--- src/rtl/lct_pkg.sv ---
// Constants and types shared by the loop detector call timing block
package lct_pkg;
  // ==========================================================
  // Channel count and register map
  localparam int          NCH        = 2;
  localparam logic [5:0]  OFS_CFG    = 6'h00;
  localparam logic [5:0]  OFS_TIM    = 6'h04;
  localparam logic [5:0]  OFS_MAXP   = 6'h08;
  localparam logic [5:0]  OFS_STAT   = 6'h0c;
  localparam logic [5:0]  CH_STRIDE  = 6'h10;
  localparam logic [5:0]  OFS_DISP   = 6'h20;
  // ==========================================================
  // Field positions
  localparam int          CFG_FREQ_LSB  = 4;
  localparam int          CFG_PULSE_BIT = 8;
  localparam int          CFG_SYNC_BIT  = 9;
  localparam int          CFG_XGATE_BIT = 10;
  localparam int          TIM_EXT_LSB   = 8;
  localparam int          STAT_CALL_BIT = 3;
  localparam int          STAT_TUNE_BIT = 4;
  localparam int          STAT_FAIL_BIT = 5;
  localparam int          STAT_PK_LSB   = 8;
  // ==========================================================
  // Setting codes and reset values
  localparam logic [3:0]  SENS_MAX   = 4'h8;
  localparam logic [3:0]  SENS_FORCE = 4'h9;
  localparam logic [3:0]  SENS_OFF   = 4'ha;
  localparam logic [3:0]  SENS_RST   = 4'h4;
  localparam logic [2:0]  FREQ_RST   = 3'h0;
  localparam logic [9:0]  MAXP_LIM   = 10'h3e7;
  // ==========================================================
  // Timing, in its own units and in ticks
  localparam int          CLK_MHZ      = 250;
  localparam int          TICK_MS      = 100;
  localparam int          PULSE_MS     = 125;
  localparam int          TICK_CYC_DEF = TICK_MS * CLK_MHZ * 1000;
  localparam int          PULSE_CYC_DEF = PULSE_MS * CLK_MHZ * 1000;
  localparam int          DWELL_MS     = 2000;
  localparam int          PEAK_MS      = 2000;
  localparam int          DISP_MIN     = 15;
  localparam logic [13:0] SEC_TICKS    = 14'(1000 / TICK_MS);
  localparam logic [4:0]  TUNE_TICKS   = 5'(DWELL_MS / TICK_MS);
  localparam logic [4:0]  PEAK_TICKS   = 5'(PEAK_MS / TICK_MS);
  localparam logic [13:0] DISP_TICKS   = 14'(DISP_MIN * 60000 / TICK_MS);
  // ==========================================================
  // Channel states
  typedef enum logic [2:0] {
    ST_IDLE  = 3'h0,
    ST_DELAY = 3'h1,
    ST_CALL  = 3'h2,
    ST_EXT   = 3'h3,
    ST_WAIT  = 3'h4
  } lct_state_t;
endpackage : lct_pkg

--- src/rtl/lct_top.sv ---
// Two channel call timing core with Wishbone register access
//
// Contract
// - Forced-call setting keeps call asserted and oscillator off.
// - Disabled setting keeps call deasserted and oscillator off.
// - Sensitivity per channel: nine levels plus forced and disabled.
// - Loop frequency per channel: eight settings.
// - Call delay 0..255 s from zone entry withholds the call.
// - Active green aborts running delay; delay counts as zero.
// - Call extension 0..25.5 s from last exit holds the call.
// - Entry during extension returns to detect; full extension later.
// - Presence holds call at least 4 min; pulse excludes presence.
// - Pulse mode: one 125 ms pulse per entering vehicle.
// - Pulse mode: vehicle dwelling over 2 s is tuned out.
// - Pulse mode: full sensitivity within 0.5 s after exit.
// - Max presence 1..999 s or off, starts when call begins.
// - Vacancy before max presence expiry drops call, no reset.
// - Sync off: expiry with call present resets channel.
// - Sync on: expiry waits; vacancy drops, green end resets.
// - End-of-phase sync only usable while max presence is set.
// - Out-of-range loop failure blocks green-end reset; stays failed.
// - Inductance display both channels, off after 15 minutes.
// - Change display holds peak 2 s, off after 15 minutes.
// - Extension gating: extend only while phase green is active; green is checked only at exit, and a started extension runs out in full.
//
// The register offsets and the Wishbone slave port were left to the implementer.
`timescale 1ns/1ps
module lct_top #(
  parameter int TICK_CYC  = lct_pkg::TICK_CYC_DEF,
  parameter int PULSE_CYC = lct_pkg::PULSE_CYC_DEF
) (
  input  wire logic        clk_i,
  input  wire logic        rst_i,
  input  wire logic        wb_cyc_i,
  input  wire logic        wb_stb_i,
  input  wire logic        wb_we_i,
  input  wire logic [5:0]  wb_adr_i,
  input  wire logic [3:0]  wb_sel_i,
  input  wire logic [31:0] wb_dat_i,
  output logic      [31:0] wb_dat_o,
  output logic             wb_ack_o,
  input  wire logic [1:0]  occ_i,
  input  wire logic [1:0]  green_n_i,
  input  wire logic [1:0]  loop_fail_i,
  input  wire logic [15:0] dl_i,
  output logic      [1:0]  call_o,
  output logic      [1:0]  osc_en_o,
  output logic      [5:0]  freq_sel_o,
  output logic      [7:0]  sens_o,
  output logic             disp_ind_o,
  output logic             disp_dl_o
);
  localparam int NCH = lct_pkg::NCH;
  if (TICK_CYC < 2 || TICK_CYC > 33554431) $error("TICK_CYC out of range");
  if (PULSE_CYC < 2 || PULSE_CYC > 33554431) $error("PULSE_CYC bad");

  // Tick count converted from seconds
  function automatic logic [13:0] sec_to_ticks(input logic [9:0] s);
    sec_to_ticks = 14'(s) * lct_pkg::SEC_TICKS;
  endfunction : sec_to_ticks

  // Byte-lane merge for register writes
  function automatic logic [15:0] merge16(input logic [15:0] old,
                                          input logic [1:0]  sel,
                                          input logic [15:0] dat);
    merge16 = {sel[1] ? dat[15:8] : old[15:8], sel[0] ? dat[7:0] : old[7:0]};
  endfunction : merge16

  // ==========================================================
  // Input synchronisers
  logic [1:0]  occ_m, occ_s, grn_m, grn_s, grn_d, fail_m, fail_s;
  logic [15:0] dl_m, dl_s;
  always_ff @(posedge clk_i) begin
    occ_m  <= occ_i;
    occ_s  <= occ_m;
    grn_m  <= green_n_i;
    grn_s  <= grn_m;
    grn_d  <= grn_s;
    fail_m <= loop_fail_i;
    fail_s <= fail_m;
    dl_m   <= dl_i;
    dl_s   <= dl_m;
  end

  // ==========================================================
  // Base tick
  logic [24:0] tk_cnt_r;
  logic        tick_r;
  always_ff @(posedge clk_i) begin
    if (rst_i || tk_cnt_r == 25'(TICK_CYC - 1))
    begin
      tk_cnt_r <= '0;
      tick_r   <= ~rst_i;
    end
    else
    begin
      tk_cnt_r <= tk_cnt_r + 25'h1;
      tick_r   <= 1'b0;
    end
  end

  // ==========================================================
  // Registers
  logic [NCH-1:0][3:0] sens_r;
  logic [NCH-1:0][2:0] freq_r;
  logic [NCH-1:0]      pmode_r, psync_r, xgate_r;
  logic [NCH-1:0][7:0] dly_r, ext_r, pk_r;
  logic [NCH-1:0][9:0] maxp_r;
  logic                ack_r, dind_r, ddl_r;
  logic [13:0]         dind_tm, ddl_tm;
  logic                wr_en;
  logic [3:0]          ch_sel;
  logic [1:0]          ch_off;
  assign wr_en  = wb_cyc_i && wb_stb_i && wb_we_i && ack_r;
  assign ch_sel = wb_adr_i[5:2];
  assign ch_off = wb_adr_i[4] ? 2'h1 : 2'h0;

  // Bus handshake, ack one cycle after the request
  always_ff @(posedge clk_i) begin
    if (rst_i)
      ack_r <= 1'b0;
    else
      ack_r <= wb_cyc_i && wb_stb_i && !ack_r;
  end

  // Channel setting writes, taken on the ack edge
  always_ff @(posedge clk_i) begin
    if (rst_i)
    begin
      sens_r  <= {NCH{lct_pkg::SENS_RST}};
      freq_r  <= {NCH{lct_pkg::FREQ_RST}};
      pmode_r <= '0;
      psync_r <= '0;
      xgate_r <= '0;
      dly_r   <= '0;
      ext_r   <= '0;
      maxp_r  <= '0;
    end
    else if (wr_en && !wb_adr_i[5])
    begin
      for (int c = 0; c < NCH; c++)
        if (wb_adr_i[4] == c[0])
        begin
          if (ch_sel[1:0] == lct_pkg::OFS_CFG[3:2])
          begin
            if (wb_sel_i[0] && wb_dat_i[3:0] <= lct_pkg::SENS_OFF)
              sens_r[c] <= wb_dat_i[3:0];
            if (wb_sel_i[0])
              freq_r[c] <= wb_dat_i[lct_pkg::CFG_FREQ_LSB +: 3];
            if (wb_sel_i[1])
            begin
              pmode_r[c] <= wb_dat_i[lct_pkg::CFG_PULSE_BIT];
              psync_r[c] <= wb_dat_i[lct_pkg::CFG_SYNC_BIT];
              xgate_r[c] <= wb_dat_i[lct_pkg::CFG_XGATE_BIT];
            end
          end
          if (ch_sel[1:0] == lct_pkg::OFS_TIM[3:2])
            {ext_r[c], dly_r[c]} <= merge16({ext_r[c], dly_r[c]},
                                            wb_sel_i[1:0], wb_dat_i[15:0]);
          if (ch_sel[1:0] == lct_pkg::OFS_MAXP[3:2]
              && wb_dat_i[9:0] <= lct_pkg::MAXP_LIM && wb_sel_i[1:0] == 2'h3)
            maxp_r[c] <= wb_dat_i[9:0];
        end
    end
  end

  // Display options with their 15 minute self-off
  always_ff @(posedge clk_i) begin
    if (rst_i)
    begin
      dind_r  <= 1'b0;
      ddl_r   <= 1'b0;
      dind_tm <= '0;
      ddl_tm  <= '0;
    end
    else if (wr_en && {ch_sel, 2'h0} == lct_pkg::OFS_DISP && wb_sel_i[0])
    begin
      dind_r  <= wb_dat_i[0];
      ddl_r   <= wb_dat_i[1];
      dind_tm <= lct_pkg::DISP_TICKS;
      ddl_tm  <= lct_pkg::DISP_TICKS;
    end
    else if (tick_r)
    begin
      if (dind_tm != '0) dind_tm <= dind_tm - 14'h1;
      if (ddl_tm != '0) ddl_tm <= ddl_tm - 14'h1;
      if (dind_tm == 14'h1) dind_r <= 1'b0;
      if (ddl_tm == 14'h1) ddl_r <= 1'b0;
    end
  end

  // ==========================================================
  // Channel decisions
  lct_pkg::lct_state_t [NCH-1:0] st_r;
  logic [NCH-1:0][13:0] tm_r, mp_r;
  logic [NCH-1:0]       tuned_r, forced, chan_off, occ_v, green, gfall;
  logic [NCH-1:0]       start, mp_exp, mp_rst, psync_rst, psync_on, ext_go;
  logic [NCH-1:0]       call_r, osc_r, pls_on, occ_d;
  logic [NCH-1:0][24:0] pls_cnt;
  logic [NCH-1:0][4:0]  dwell_r, pk_tm;
  always_comb begin
    for (int c = 0; c < NCH; c++)
    begin
      forced[c]   = sens_r[c] == lct_pkg::SENS_FORCE;
      chan_off[c] = sens_r[c] == lct_pkg::SENS_OFF;
      occ_v[c]    = occ_s[c] && !tuned_r[c];
      green[c]    = !grn_s[c];
      gfall[c]    = grn_s[c] && !grn_d[c];
      psync_on[c] = psync_r[c] && maxp_r[c] != '0;
      ext_go[c]   = ext_r[c] != '0 && (!xgate_r[c] || green[c]);
      mp_exp[c]   = maxp_r[c] != '0 && mp_r[c] == '0;
      start[c]    = occ_v[c] && ((st_r[c] == lct_pkg::ST_IDLE
                    && (dly_r[c] == '0 || green[c]))
                    || (st_r[c] == lct_pkg::ST_DELAY && (green[c]
                    || (tick_r && tm_r[c] == 14'h1))));
      mp_rst[c]   = st_r[c] == lct_pkg::ST_CALL && occ_v[c] && mp_exp[c]
                    && !psync_on[c];
      psync_rst[c] = st_r[c] == lct_pkg::ST_WAIT && occ_v[c] && gfall[c]
                    && !fail_s[c];
    end
  end

  // Presence state machine per channel
  always_ff @(posedge clk_i) begin
    for (int c = 0; c < NCH; c++)
    begin
      if (rst_i || forced[c] || chan_off[c] || pmode_r[c])
      begin
        st_r[c] <= lct_pkg::ST_IDLE;
        tm_r[c] <= '0;
      end
      else
        case (st_r[c])
          lct_pkg::ST_IDLE:
            if (start[c])
              st_r[c] <= lct_pkg::ST_CALL;
            else if (occ_v[c])
            begin
              st_r[c] <= lct_pkg::ST_DELAY;
              tm_r[c] <= sec_to_ticks({2'h0, dly_r[c]});
            end
          lct_pkg::ST_DELAY:
            if (start[c])
              st_r[c] <= lct_pkg::ST_CALL;
            else if (!occ_v[c])
              st_r[c] <= lct_pkg::ST_IDLE;
            else if (tick_r)
              tm_r[c] <= tm_r[c] - 14'h1;
          lct_pkg::ST_CALL:
            if (!occ_v[c] && ext_go[c])
            begin
              st_r[c] <= lct_pkg::ST_EXT;
              tm_r[c] <= {6'h0, ext_r[c]};
            end
            else if (!occ_v[c] || mp_rst[c])
              st_r[c] <= lct_pkg::ST_IDLE;
            else if (mp_exp[c])
              st_r[c] <= lct_pkg::ST_WAIT;
          lct_pkg::ST_EXT:
            if (occ_v[c])
              st_r[c] <= lct_pkg::ST_CALL;
            else if (tick_r && tm_r[c] <= 14'h1)
              st_r[c] <= lct_pkg::ST_IDLE;
            else if (tick_r)
              tm_r[c] <= tm_r[c] - 14'h1;
          lct_pkg::ST_WAIT:
            if (!occ_v[c] || psync_rst[c])
              st_r[c] <= lct_pkg::ST_IDLE;
          default:
            st_r[c] <= lct_pkg::ST_IDLE;
        endcase
    end
  end

  // Max presence countdown, loaded as each call begins
  always_ff @(posedge clk_i) begin
    for (int c = 0; c < NCH; c++)
      if (rst_i)
        mp_r[c] <= '0;
      else if (start[c])
        mp_r[c] <= sec_to_ticks(maxp_r[c]);
      else if (tick_r && mp_r[c] != '0)
        mp_r[c] <= mp_r[c] - 14'h1;
  end

  // Tune-out: automatic reset or long pulse dwell, cleared on vacancy
  always_ff @(posedge clk_i) begin
    for (int c = 0; c < NCH; c++)
      if (rst_i || !occ_s[c])
      begin
        tuned_r[c] <= 1'b0;
        dwell_r[c] <= '0;
      end
      else if (mp_rst[c] || psync_rst[c])
        tuned_r[c] <= 1'b1;
      else if (pmode_r[c] && tick_r && !tuned_r[c])
      begin
        dwell_r[c] <= dwell_r[c] + 5'h1;
        if (dwell_r[c] == lct_pkg::TUNE_TICKS - 5'h1)
          tuned_r[c] <= 1'b1;
      end
  end

  // Pulse generator, one pulse per entering vehicle
  always_ff @(posedge clk_i) begin
    for (int c = 0; c < NCH; c++)
      if (rst_i)
      begin
        occ_d[c]   <= 1'b0;
        pls_cnt[c] <= '0;
      end
      else
      begin
        occ_d[c] <= occ_v[c];
        if (pmode_r[c] && occ_v[c] && !occ_d[c])
          pls_cnt[c] <= 25'(PULSE_CYC);
        else if (pls_cnt[c] != '0)
          pls_cnt[c] <= pls_cnt[c] - 25'h1;
      end
  end
  always_comb begin
    for (int c = 0; c < NCH; c++)
      pls_on[c] = pls_cnt[c] != '0;
  end

  // Peak change hold for the change display
  always_ff @(posedge clk_i) begin
    for (int c = 0; c < NCH; c++)
      if (rst_i || !ddl_r || !call_r[c])
      begin
        pk_r[c]  <= '0;
        pk_tm[c] <= '0;
      end
      else if (dl_s[8*c +: 8] > pk_r[c] || pk_tm[c] == '0)
      begin
        pk_r[c]  <= dl_s[8*c +: 8];
        pk_tm[c] <= lct_pkg::PEAK_TICKS;
      end
      else if (tick_r)
        pk_tm[c] <= pk_tm[c] - 5'h1;
  end

  // ==========================================================
  // Registered outputs
  always_ff @(posedge clk_i) begin
    for (int c = 0; c < NCH; c++)
      if (rst_i)
      begin
        call_r[c] <= 1'b0;
        osc_r[c]  <= 1'b0;
      end
      else
      begin
        osc_r[c] <= !forced[c] && !chan_off[c];
        if (forced[c] || chan_off[c])
          call_r[c] <= forced[c];
        else if (pmode_r[c])
          call_r[c] <= pls_on[c];
        else
          call_r[c] <= st_r[c] == lct_pkg::ST_CALL || st_r[c] ==
                       lct_pkg::ST_EXT || st_r[c] == lct_pkg::ST_WAIT;
      end
  end
  assign call_o     = call_r;
  assign osc_en_o   = osc_r;
  assign freq_sel_o = {freq_r[1], freq_r[0]};
  assign sens_o     = {sens_r[1], sens_r[0]};
  assign disp_ind_o = dind_r;
  assign disp_dl_o  = ddl_r;
  assign wb_ack_o   = ack_r;

  // Read data, captured with the ack
  always_ff @(posedge clk_i) begin
    wb_dat_o <= '0;
    if (!rst_i && wb_cyc_i && wb_stb_i && !ack_r && !wb_adr_i[5])
      case ({2'h0, ch_sel[1:0], 2'h0})
        lct_pkg::OFS_CFG:  wb_dat_o <= {21'h0, xgate_r[ch_off[0]],
                             psync_r[ch_off[0]], pmode_r[ch_off[0]], 1'b0,
                             freq_r[ch_off[0]], sens_r[ch_off[0]]};
        lct_pkg::OFS_TIM:  wb_dat_o <= {16'h0, ext_r[ch_off[0]],
                             dly_r[ch_off[0]]};
        lct_pkg::OFS_MAXP: wb_dat_o <= {22'h0, maxp_r[ch_off[0]]};
        lct_pkg::OFS_STAT: wb_dat_o <= {16'h0, pk_r[ch_off[0]], 2'h0,
                             fail_s[ch_off[0]], tuned_r[ch_off[0]],
                             call_r[ch_off[0]], st_r[ch_off[0]]};
        default:           wb_dat_o <= '0;
      endcase
    else if (!rst_i && wb_cyc_i && wb_stb_i && !ack_r
             && {ch_sel, 2'h0} == lct_pkg::OFS_DISP)
      wb_dat_o <= {30'h0, ddl_r, dind_r};
  end
endmodule : lct_top
--- config.mk ---
export PLATFORM = sky130hd
export DESIGN_NAME = lct_top
export DESIGN_NICKNAME = d
export VERILOG_FILES = /design/src/rtl/lct_pkg.sv /design/src/rtl/lct_top.sv
export SDC_FILE = /design/constraint.sdc
export NUM_CORES = 1
export LEC_CHECK = 0
export BUFFER_PORTS_ARGS = -buffer_cell sky130_fd_sc_hd__buf_4
export CORE_AREA = 2 2 203 225
export DETAILED_ROUTE_END_ITERATION = 12
export DIE_AREA = 0 0 205 227
export PLACE_DENSITY = 0.57
export SLEW_MARGIN = 20
export SYNTH_ARGS = -nofsm -noshare
export SYNTH_HDL_FRONTEND = slang
export SYNTH_SLANG_ARGS = --single-unit
--- constraint.sdc ---
create_clock -name clk_i -period 2.9 [get_ports clk_i]
set_input_delay 0.435 -clock clk_i [delete_from_list [all_inputs] [get_ports clk_i]]
set_output_delay 0.435 -clock clk_i [all_outputs]
set_load 0.05 [all_outputs]
==> results of run 1 <==
==> logic make-up (layout without fill, tap and decap cells) <==
| family | Yosys count | in the layout | synth area share (%) |
|---|---|---|---|
| other cells | 1 | 16 | 0.02134 |
| fa+ha+maj | 95 | 95 | 6.936 |
| buf+inv | 156 | 277 | 3.746 |
| xor+xnor | 142 | 142 | 7.079 |
| flops | 347 | 347 | 39.54 |
| compound gates | 358 | 358 | 13.21 |
| simple gates | 743 | 743 | 21.25 |
| mux | 116 | 116 | 8.218 |
==> flip-flops by register name (all words and copies together) (netlist names), 6 cells and up <==
signal      count
pk_r           16
wb_dat_o       16
st_r            6
tm_r           28
dwell_r        10
mp_r           28
sens_o          8
pls_cnt        50
pk_tm          10
tk_cnt_r       25
maxp_r         20
freq_sel_o      6
dl_s           16
dl_m           16
ext_r          16
dly_r          16
ddl_tm         14
dind_tm        14
==> power by group <==
group / internal (mW) / switching (mW)
logic: 1.37 / 1.94
registers: 5.18 / 0.391
clock network: 2.87 / 2.02
==> metal layers <==
metal / global-route usage [%] / vias up / share of wire, %
li1: - / 7289 / -
met1: 25.65 / 7001 / 45
met2: 33.40 / 293 / 46
met3: 3.392 / 98 / 4.3
met4: 9.236 / 6 / 4.1
met5: 0 / - / 0.099
==> critical path: cells and delay by family (launching register included) <==
| family | cells | cell delay, ps |
|---|---|---|
| AO/OA/AOI/OAI | 5 | 920 |
| flip-flops | 1 | 410 |
| multiplexers | 1 | 350 |
| adder cells (fa/ha/maj) | 3 | 900 |
==> repair_timing <==
action                                  4_1_cts  5_1_grt
hold buffers                                 22        0
gates resized for setup                       0        1
endpoints found under the hold margin        22        0
endpoints found under the setup margin        0        3
==> worst paths after layout <==
kind	end	depth (start not counted)	slack [ps]	start
min reg2reg	fail_s[0]	0	320	fail_m[0]
min	ext_r[13]	3	150	wb_dat_i[13]
max reg2reg	mp_r[12]	9	230	maxp_r[3]
max	mp_r[12]	9	230	maxp_r[3]
==> area by class of cell <==
class / instances / area (sq um) / area share (%)
clock buffer: 54 / 1155 / 5.659
sequential: 347 / 6947 / 34.04
tap: 581 / 726.9 / 3.562
inverter: 53 / 198.9 / 0.9749
timing repair buffer: 157 / 1246 / 6.107
multi-input combinational: 1470 / 10030 / 49.14
clock inverter: 13 / 105.1 / 0.5151
==> cells in the final DEF, fill, tap and decap left out, types with 26 or more instances in the layout <==
cell type and instances:
a211oi_1 28, nand3_1 36, clkbuf_16 41, ha_1 91, a21oi_1 124, or3_1 27
and3_1 26, xnor2_1 79, nand2_1 103, dfxtp_1 347, nor3_1 54, o21ai_0 47
or4_1 31, xor2_1 63, buf_4 134, nand4_1 29, o31ai_1 29, nor4_1 51
mux2i_1 88, nor2_1 280, inv_1 53
==> through the flow <==
step / util, % / cell area, sq um / hold WS (ps)
floorplan: - / 17630 / 309.6
global placement: 42.82 / 18920 / 310.7
detailed placement: 42.82 / 18920 / 312.1
CTS: 46.17 / 20400 / 114.9
global route: 46.18 / 20410 / 155.1
finish: 46.18 / 20410 / 147.7
==> flow_summary.yaml, run 1 <==
logic_synthesis:
  netlist_area_sq_um: 17570
  synth_top_cells_by_area: "dfxtp_1, ha_1, nor2_1"
  netlist.area_leader.share_pct: 39.54
  synth-seq-cells: 347
  synth_edf_count: 0
  synthDistinctLibCells: 74
  syn_avg_cell_area_sq_um: 8.973
  synth_top_area_cell: "dfxtp_1"
  yosysWarnings: 0
  synth.most_common_cell: "dfxtp_1"
  synthArstFlopShare_pct: 0
  syn_inst: 1958
  synth_ff_type: "dfxtp_1"
  synth-seq-area-share_pct: 39.54
  synthTopCellsByCount: "dfxtp_1, nor2_1, a21oi_1, nand2_1, ha_1"
drt:
  via_per_inst: 5.490
  drt_iter0_markers: 869
  routedWlPerCell_microns: 17.43
  wl_microns: 46630
  via_count: 14690
  ant_nets: 0
  drc: 0
  drt_pass1_iterations: 6
place:
  gp_congestion: 0.8673
  dp_cells: 2586
  pre_cts_slack_ps: 235.5
  hpwl_microns: 33680
  port_buffers: 85
clock_tree:
  worstSkewPairLatency_ps: 560
  cts_buffers: 40
  cts_max_path_buffers: 3
  path_clk_slew_ps: 60
  clock-sinks: 347
  cts_tree: "yes"
  post-cts-setup-buffers: 0
  root_buffer: "clkbuf_16"
  htree_num_levels: 2
critical_path:
  crit_chain: "ha_1, ha_1, fa_1, a21o_1, a21oi_1, o21ai_0, a21oi_1, mux2_2, a211oi_1"
  path_class: "reg2reg"
  critPathSlowestCell: "dfxtp_1"
  slowest_delay_ps: 410
  worstPathRequired_ps: 3370
  cp.arrival_ps: 3140
  start_kind: "flop"
  path_max_fanout: 5
  end_kind: "flop"
grt:
  grt_max_degree: 67
  overflow: 0
  grt_pass1_wl_microns: 74840
  grt_pass1_vias: 14320
  grtUsageTotal_pct: 20.14
  antenna_found_initial: 3
job:
  drv_cap: 0
finish:
  instances_no_fill: 2675
  layout.nets: 2233
  antenna_cells: 0
  nFillCells: 4373
  syn_to_final_growth_pct: 16.14
  drive_above_1_share_pct: 12.08
hold_path:
  hp-class: "in2reg"
sta:
  finalMaxSlewViolations: 0
  period_needed_ps: 2669
  fmax_mhz: 374.6
  setup_viol: 0
  fin_ws_ps: 230.7
  tns_ps: 0
  fin_crit_sh_pct: 92.05
  rsz0062_at_grt: "no"
  max_slew_margin_pct: 46.23
  hold_violations: 0
  worstMarginPinSlew_ps: 799.3
  fin_worst_skew_ps: 13.41
die:
  io_pins: 122
  die_y_microns: 227
  core_area_sq_um: 44190
  num_rows: 81
  die_x_microns: 205
  die-area_sq_um: 46540
  initial_utilization_pct: 39.76
pwr:
  leakage_nw: 8.035
  power_mw: 13.78
  p_per_area_nw_per_um2: 675.4
  vdd_drop_max_v: 0.0004788
run_status:
  status: "completed"
Note: power is estimated with default switching activity, not from simulation.
==> inputs of run 2 (changes only) <==
--- a/config.mk
+++ b/config.mk
@@ -6,9 +6,10 @@
 export NUM_CORES = 1
 export LEC_CHECK = 0
 export BUFFER_PORTS_ARGS = -buffer_cell sky130_fd_sc_hd__buf_4
-export CORE_AREA = 2 2 203 225
+export CORE_AREA = 4 4 205 227
 export DETAILED_ROUTE_END_ITERATION = 12
-export DIE_AREA = 0 0 205 227
+export DIE_AREA = 0 0 209 231
+export MAX_ROUTING_LAYER = met4
 export PLACE_DENSITY = 0.57
 export SLEW_MARGIN = 20
 export SYNTH_ARGS = -nofsm -noshare
==> run 2 against run 1 <==
- global-route usage fell by 0.90 points
- worst setup slack improved by 21 ps
- cell count increased by 0.11%
- first-iteration DRC count down 5.2%
- total power up 1.9%
- sequential power hardly changed
- register-to-register slack gained 20 ps
- clock power rose by 4.9%
- clock skew up 7.0 ps
- critical path depth decreased by 1
- utilization is 0.16 points higher
- die area is 3.7% higher
==> flow_summary.yaml, run 2 (synthesis gave the netlist of run 1 again) <==
run_status:
  status: "completed"
finish:
  layout.nets: 2230
  regMostFlops: "pls_cnt"
  stdcell_area_sq_um: 20480
  fin_util_pct: 46.34
  syn_to_final_growth_pct: 16.54
  reg.largest.list: "pls_cnt (50), mp_r (28), tm_r (28)"
  final_common_cell: "dfxtp_1"
  final_cell_mix: "dfxtp_1, nor2_1, buf_4"
  largest_reg_flops: 50
  drive_above_1_share_pct: 12.12
drt:
  drt_iter0_markers: 824
  via_count: 14640
  wl_microns: 46410
  drt_pass1_iterations: 5
  via_per_inst: 5.468
  routedWlPerCell_microns: 17.33
  drc: 0
  ant_nets: 0
die:
  die_x_microns: 209
  num_rows: 81
  io_pins: 122
  initial_utilization_pct: 39.76
  die-area_sq_um: 48280
  die_y_microns: 231
  core_area_sq_um: 44190
critical_path:
  start_kind: "flop"
  rrSetupSlack_ps: 250
  end_kind: "flop"
  cp-startpoint: "mp_r[14]"
  worstRegToRegCells: 8
  worstPathRequired_ps: 3320
  reg2reg_from: "mp_r[14]"
  path_max_fanout: 6
  path_class: "reg2reg"
  cp.arrival_ps: 3070
grt:
  overflow: 0
  grt_pass1_wl_microns: 74920
  grt_max_degree: 66
  grtUsageTotal_pct: 19.24
  antenna_found_initial: 2
  grt_pass1_vias: 14140
sta:
  fin_crit_sh_pct: 91.33
  hold_violations: 0
  max_slew_margin_pct: 45.47
  period_needed_ps: 2649
  fmax_mhz: 377.5
  fin_worst_skew_ps: 20.43
  setup_viol: 0
  tns_ps: 0
  finalMaxSlewViolations: 0
  worstMarginPinSlew_ps: 810.5
  rsz0062_at_grt: "no"
clock_tree:
  root_buffer: "clkbuf_16"
  htree_num_levels: 2
  worstSkewPairLatency_ps: 540
  clock-sinks: 347
  cts_max_path_buffers: 3
  cts_buffers: 38
  cts_tree: "yes"
  path_clk_slew_ps: 60
  post-cts-setup-buffers: 0
hold_path:
  hold_start: "dl_i[0]"
  hold_depth: 1
  hp-class: "in2reg"
place:
  port_buffers: 85
  gp_congestion: 0.8866
  postPlaceCellArea_sq_um: 18930
  hpwl_microns: 33960
pwr:
  vdd_drop_max_v: 0.0005035
  leakage_nw: 8.039
  p_per_area_nw_per_um2: 685.6
job:
  drv_cap: 0
run 2: what timing repair did:
action / CTS / global route
hold endpoints to repair: 21 / 0
hold buffers: 21 / 0
endpoints found under the setup margin: 0 / 1
resized for setup: 0 / 1
run 2: path summary, 6_finish.rpt:
kind,endpoint
max reg2reg,dwell_r[6]
min reg2reg,dl_s[10]
max,dwell_r[6]
min,dl_m[0]
run 2: per-layer routing:
layer | track usage [%] | part of all wire, % | vias up | wire [microns]
met1 | 24.85 | 46 | 6947 | 21170
met3 | 2.637 | 4.1 | 88 | 1902
met4 | 6.629 | 3.5 | 0 | 1617
met5 | - | 0 | - | 0
li1 | - | - | 7281 | -
met2 | 31.19 | 47 | 328 | 21720
run 2: where the power goes:
part / total (mW) / internal, mW / switching, mW
sequential: 5.56 / 5.18 / 0.382
combinational: 3.34 / 1.39 / 1.95
clock: 5.14 / 3.12 / 2.02
total: 14.0 / 9.69 / 4.35
run 2: cell type report:
| type | instances | area [sq um] |
|---|---|---|
| Tap cell | 581 | 726.9 |
| Timing Repair Buffer | 156 | 1249 |
| Clock inverter | 20 | 271.5 |
| Multi-Input combinational cell | 1470 | 10020 |
| Inverter | 53 | 198.9 |
| Antenna cell | 2 | 5.005 |
| Clock buffer | 49 | 1054 |
| Sequential cell | 347 | 6947 |
| Fill cell | 4356 | 23710 |
run 2: stage by stage:
step	hold WS [ps]	cells	power [mW]	setup slack (ps)
after global placement	310.3	2586	8.886	263.2
after floorplan	309.6	1973	8.181	435.1
after detailed placement	312.1	2586	8.957	229.8
after CTS	2.886	2676	14.19	172.8
after global routing	8.264	2678	14.86	42.14
final	19.29	2678	14.04	251.3
run 2: worst max-delay path, cell delays in order (launching register included):
cell      delay (ps)
dfxtp_1          340
inv_1             90
ha_1             140
or4b_2           570
or4_1            520
nand4b_1         340
nand3_1          270
mux2i_1          210
nor2_1            50
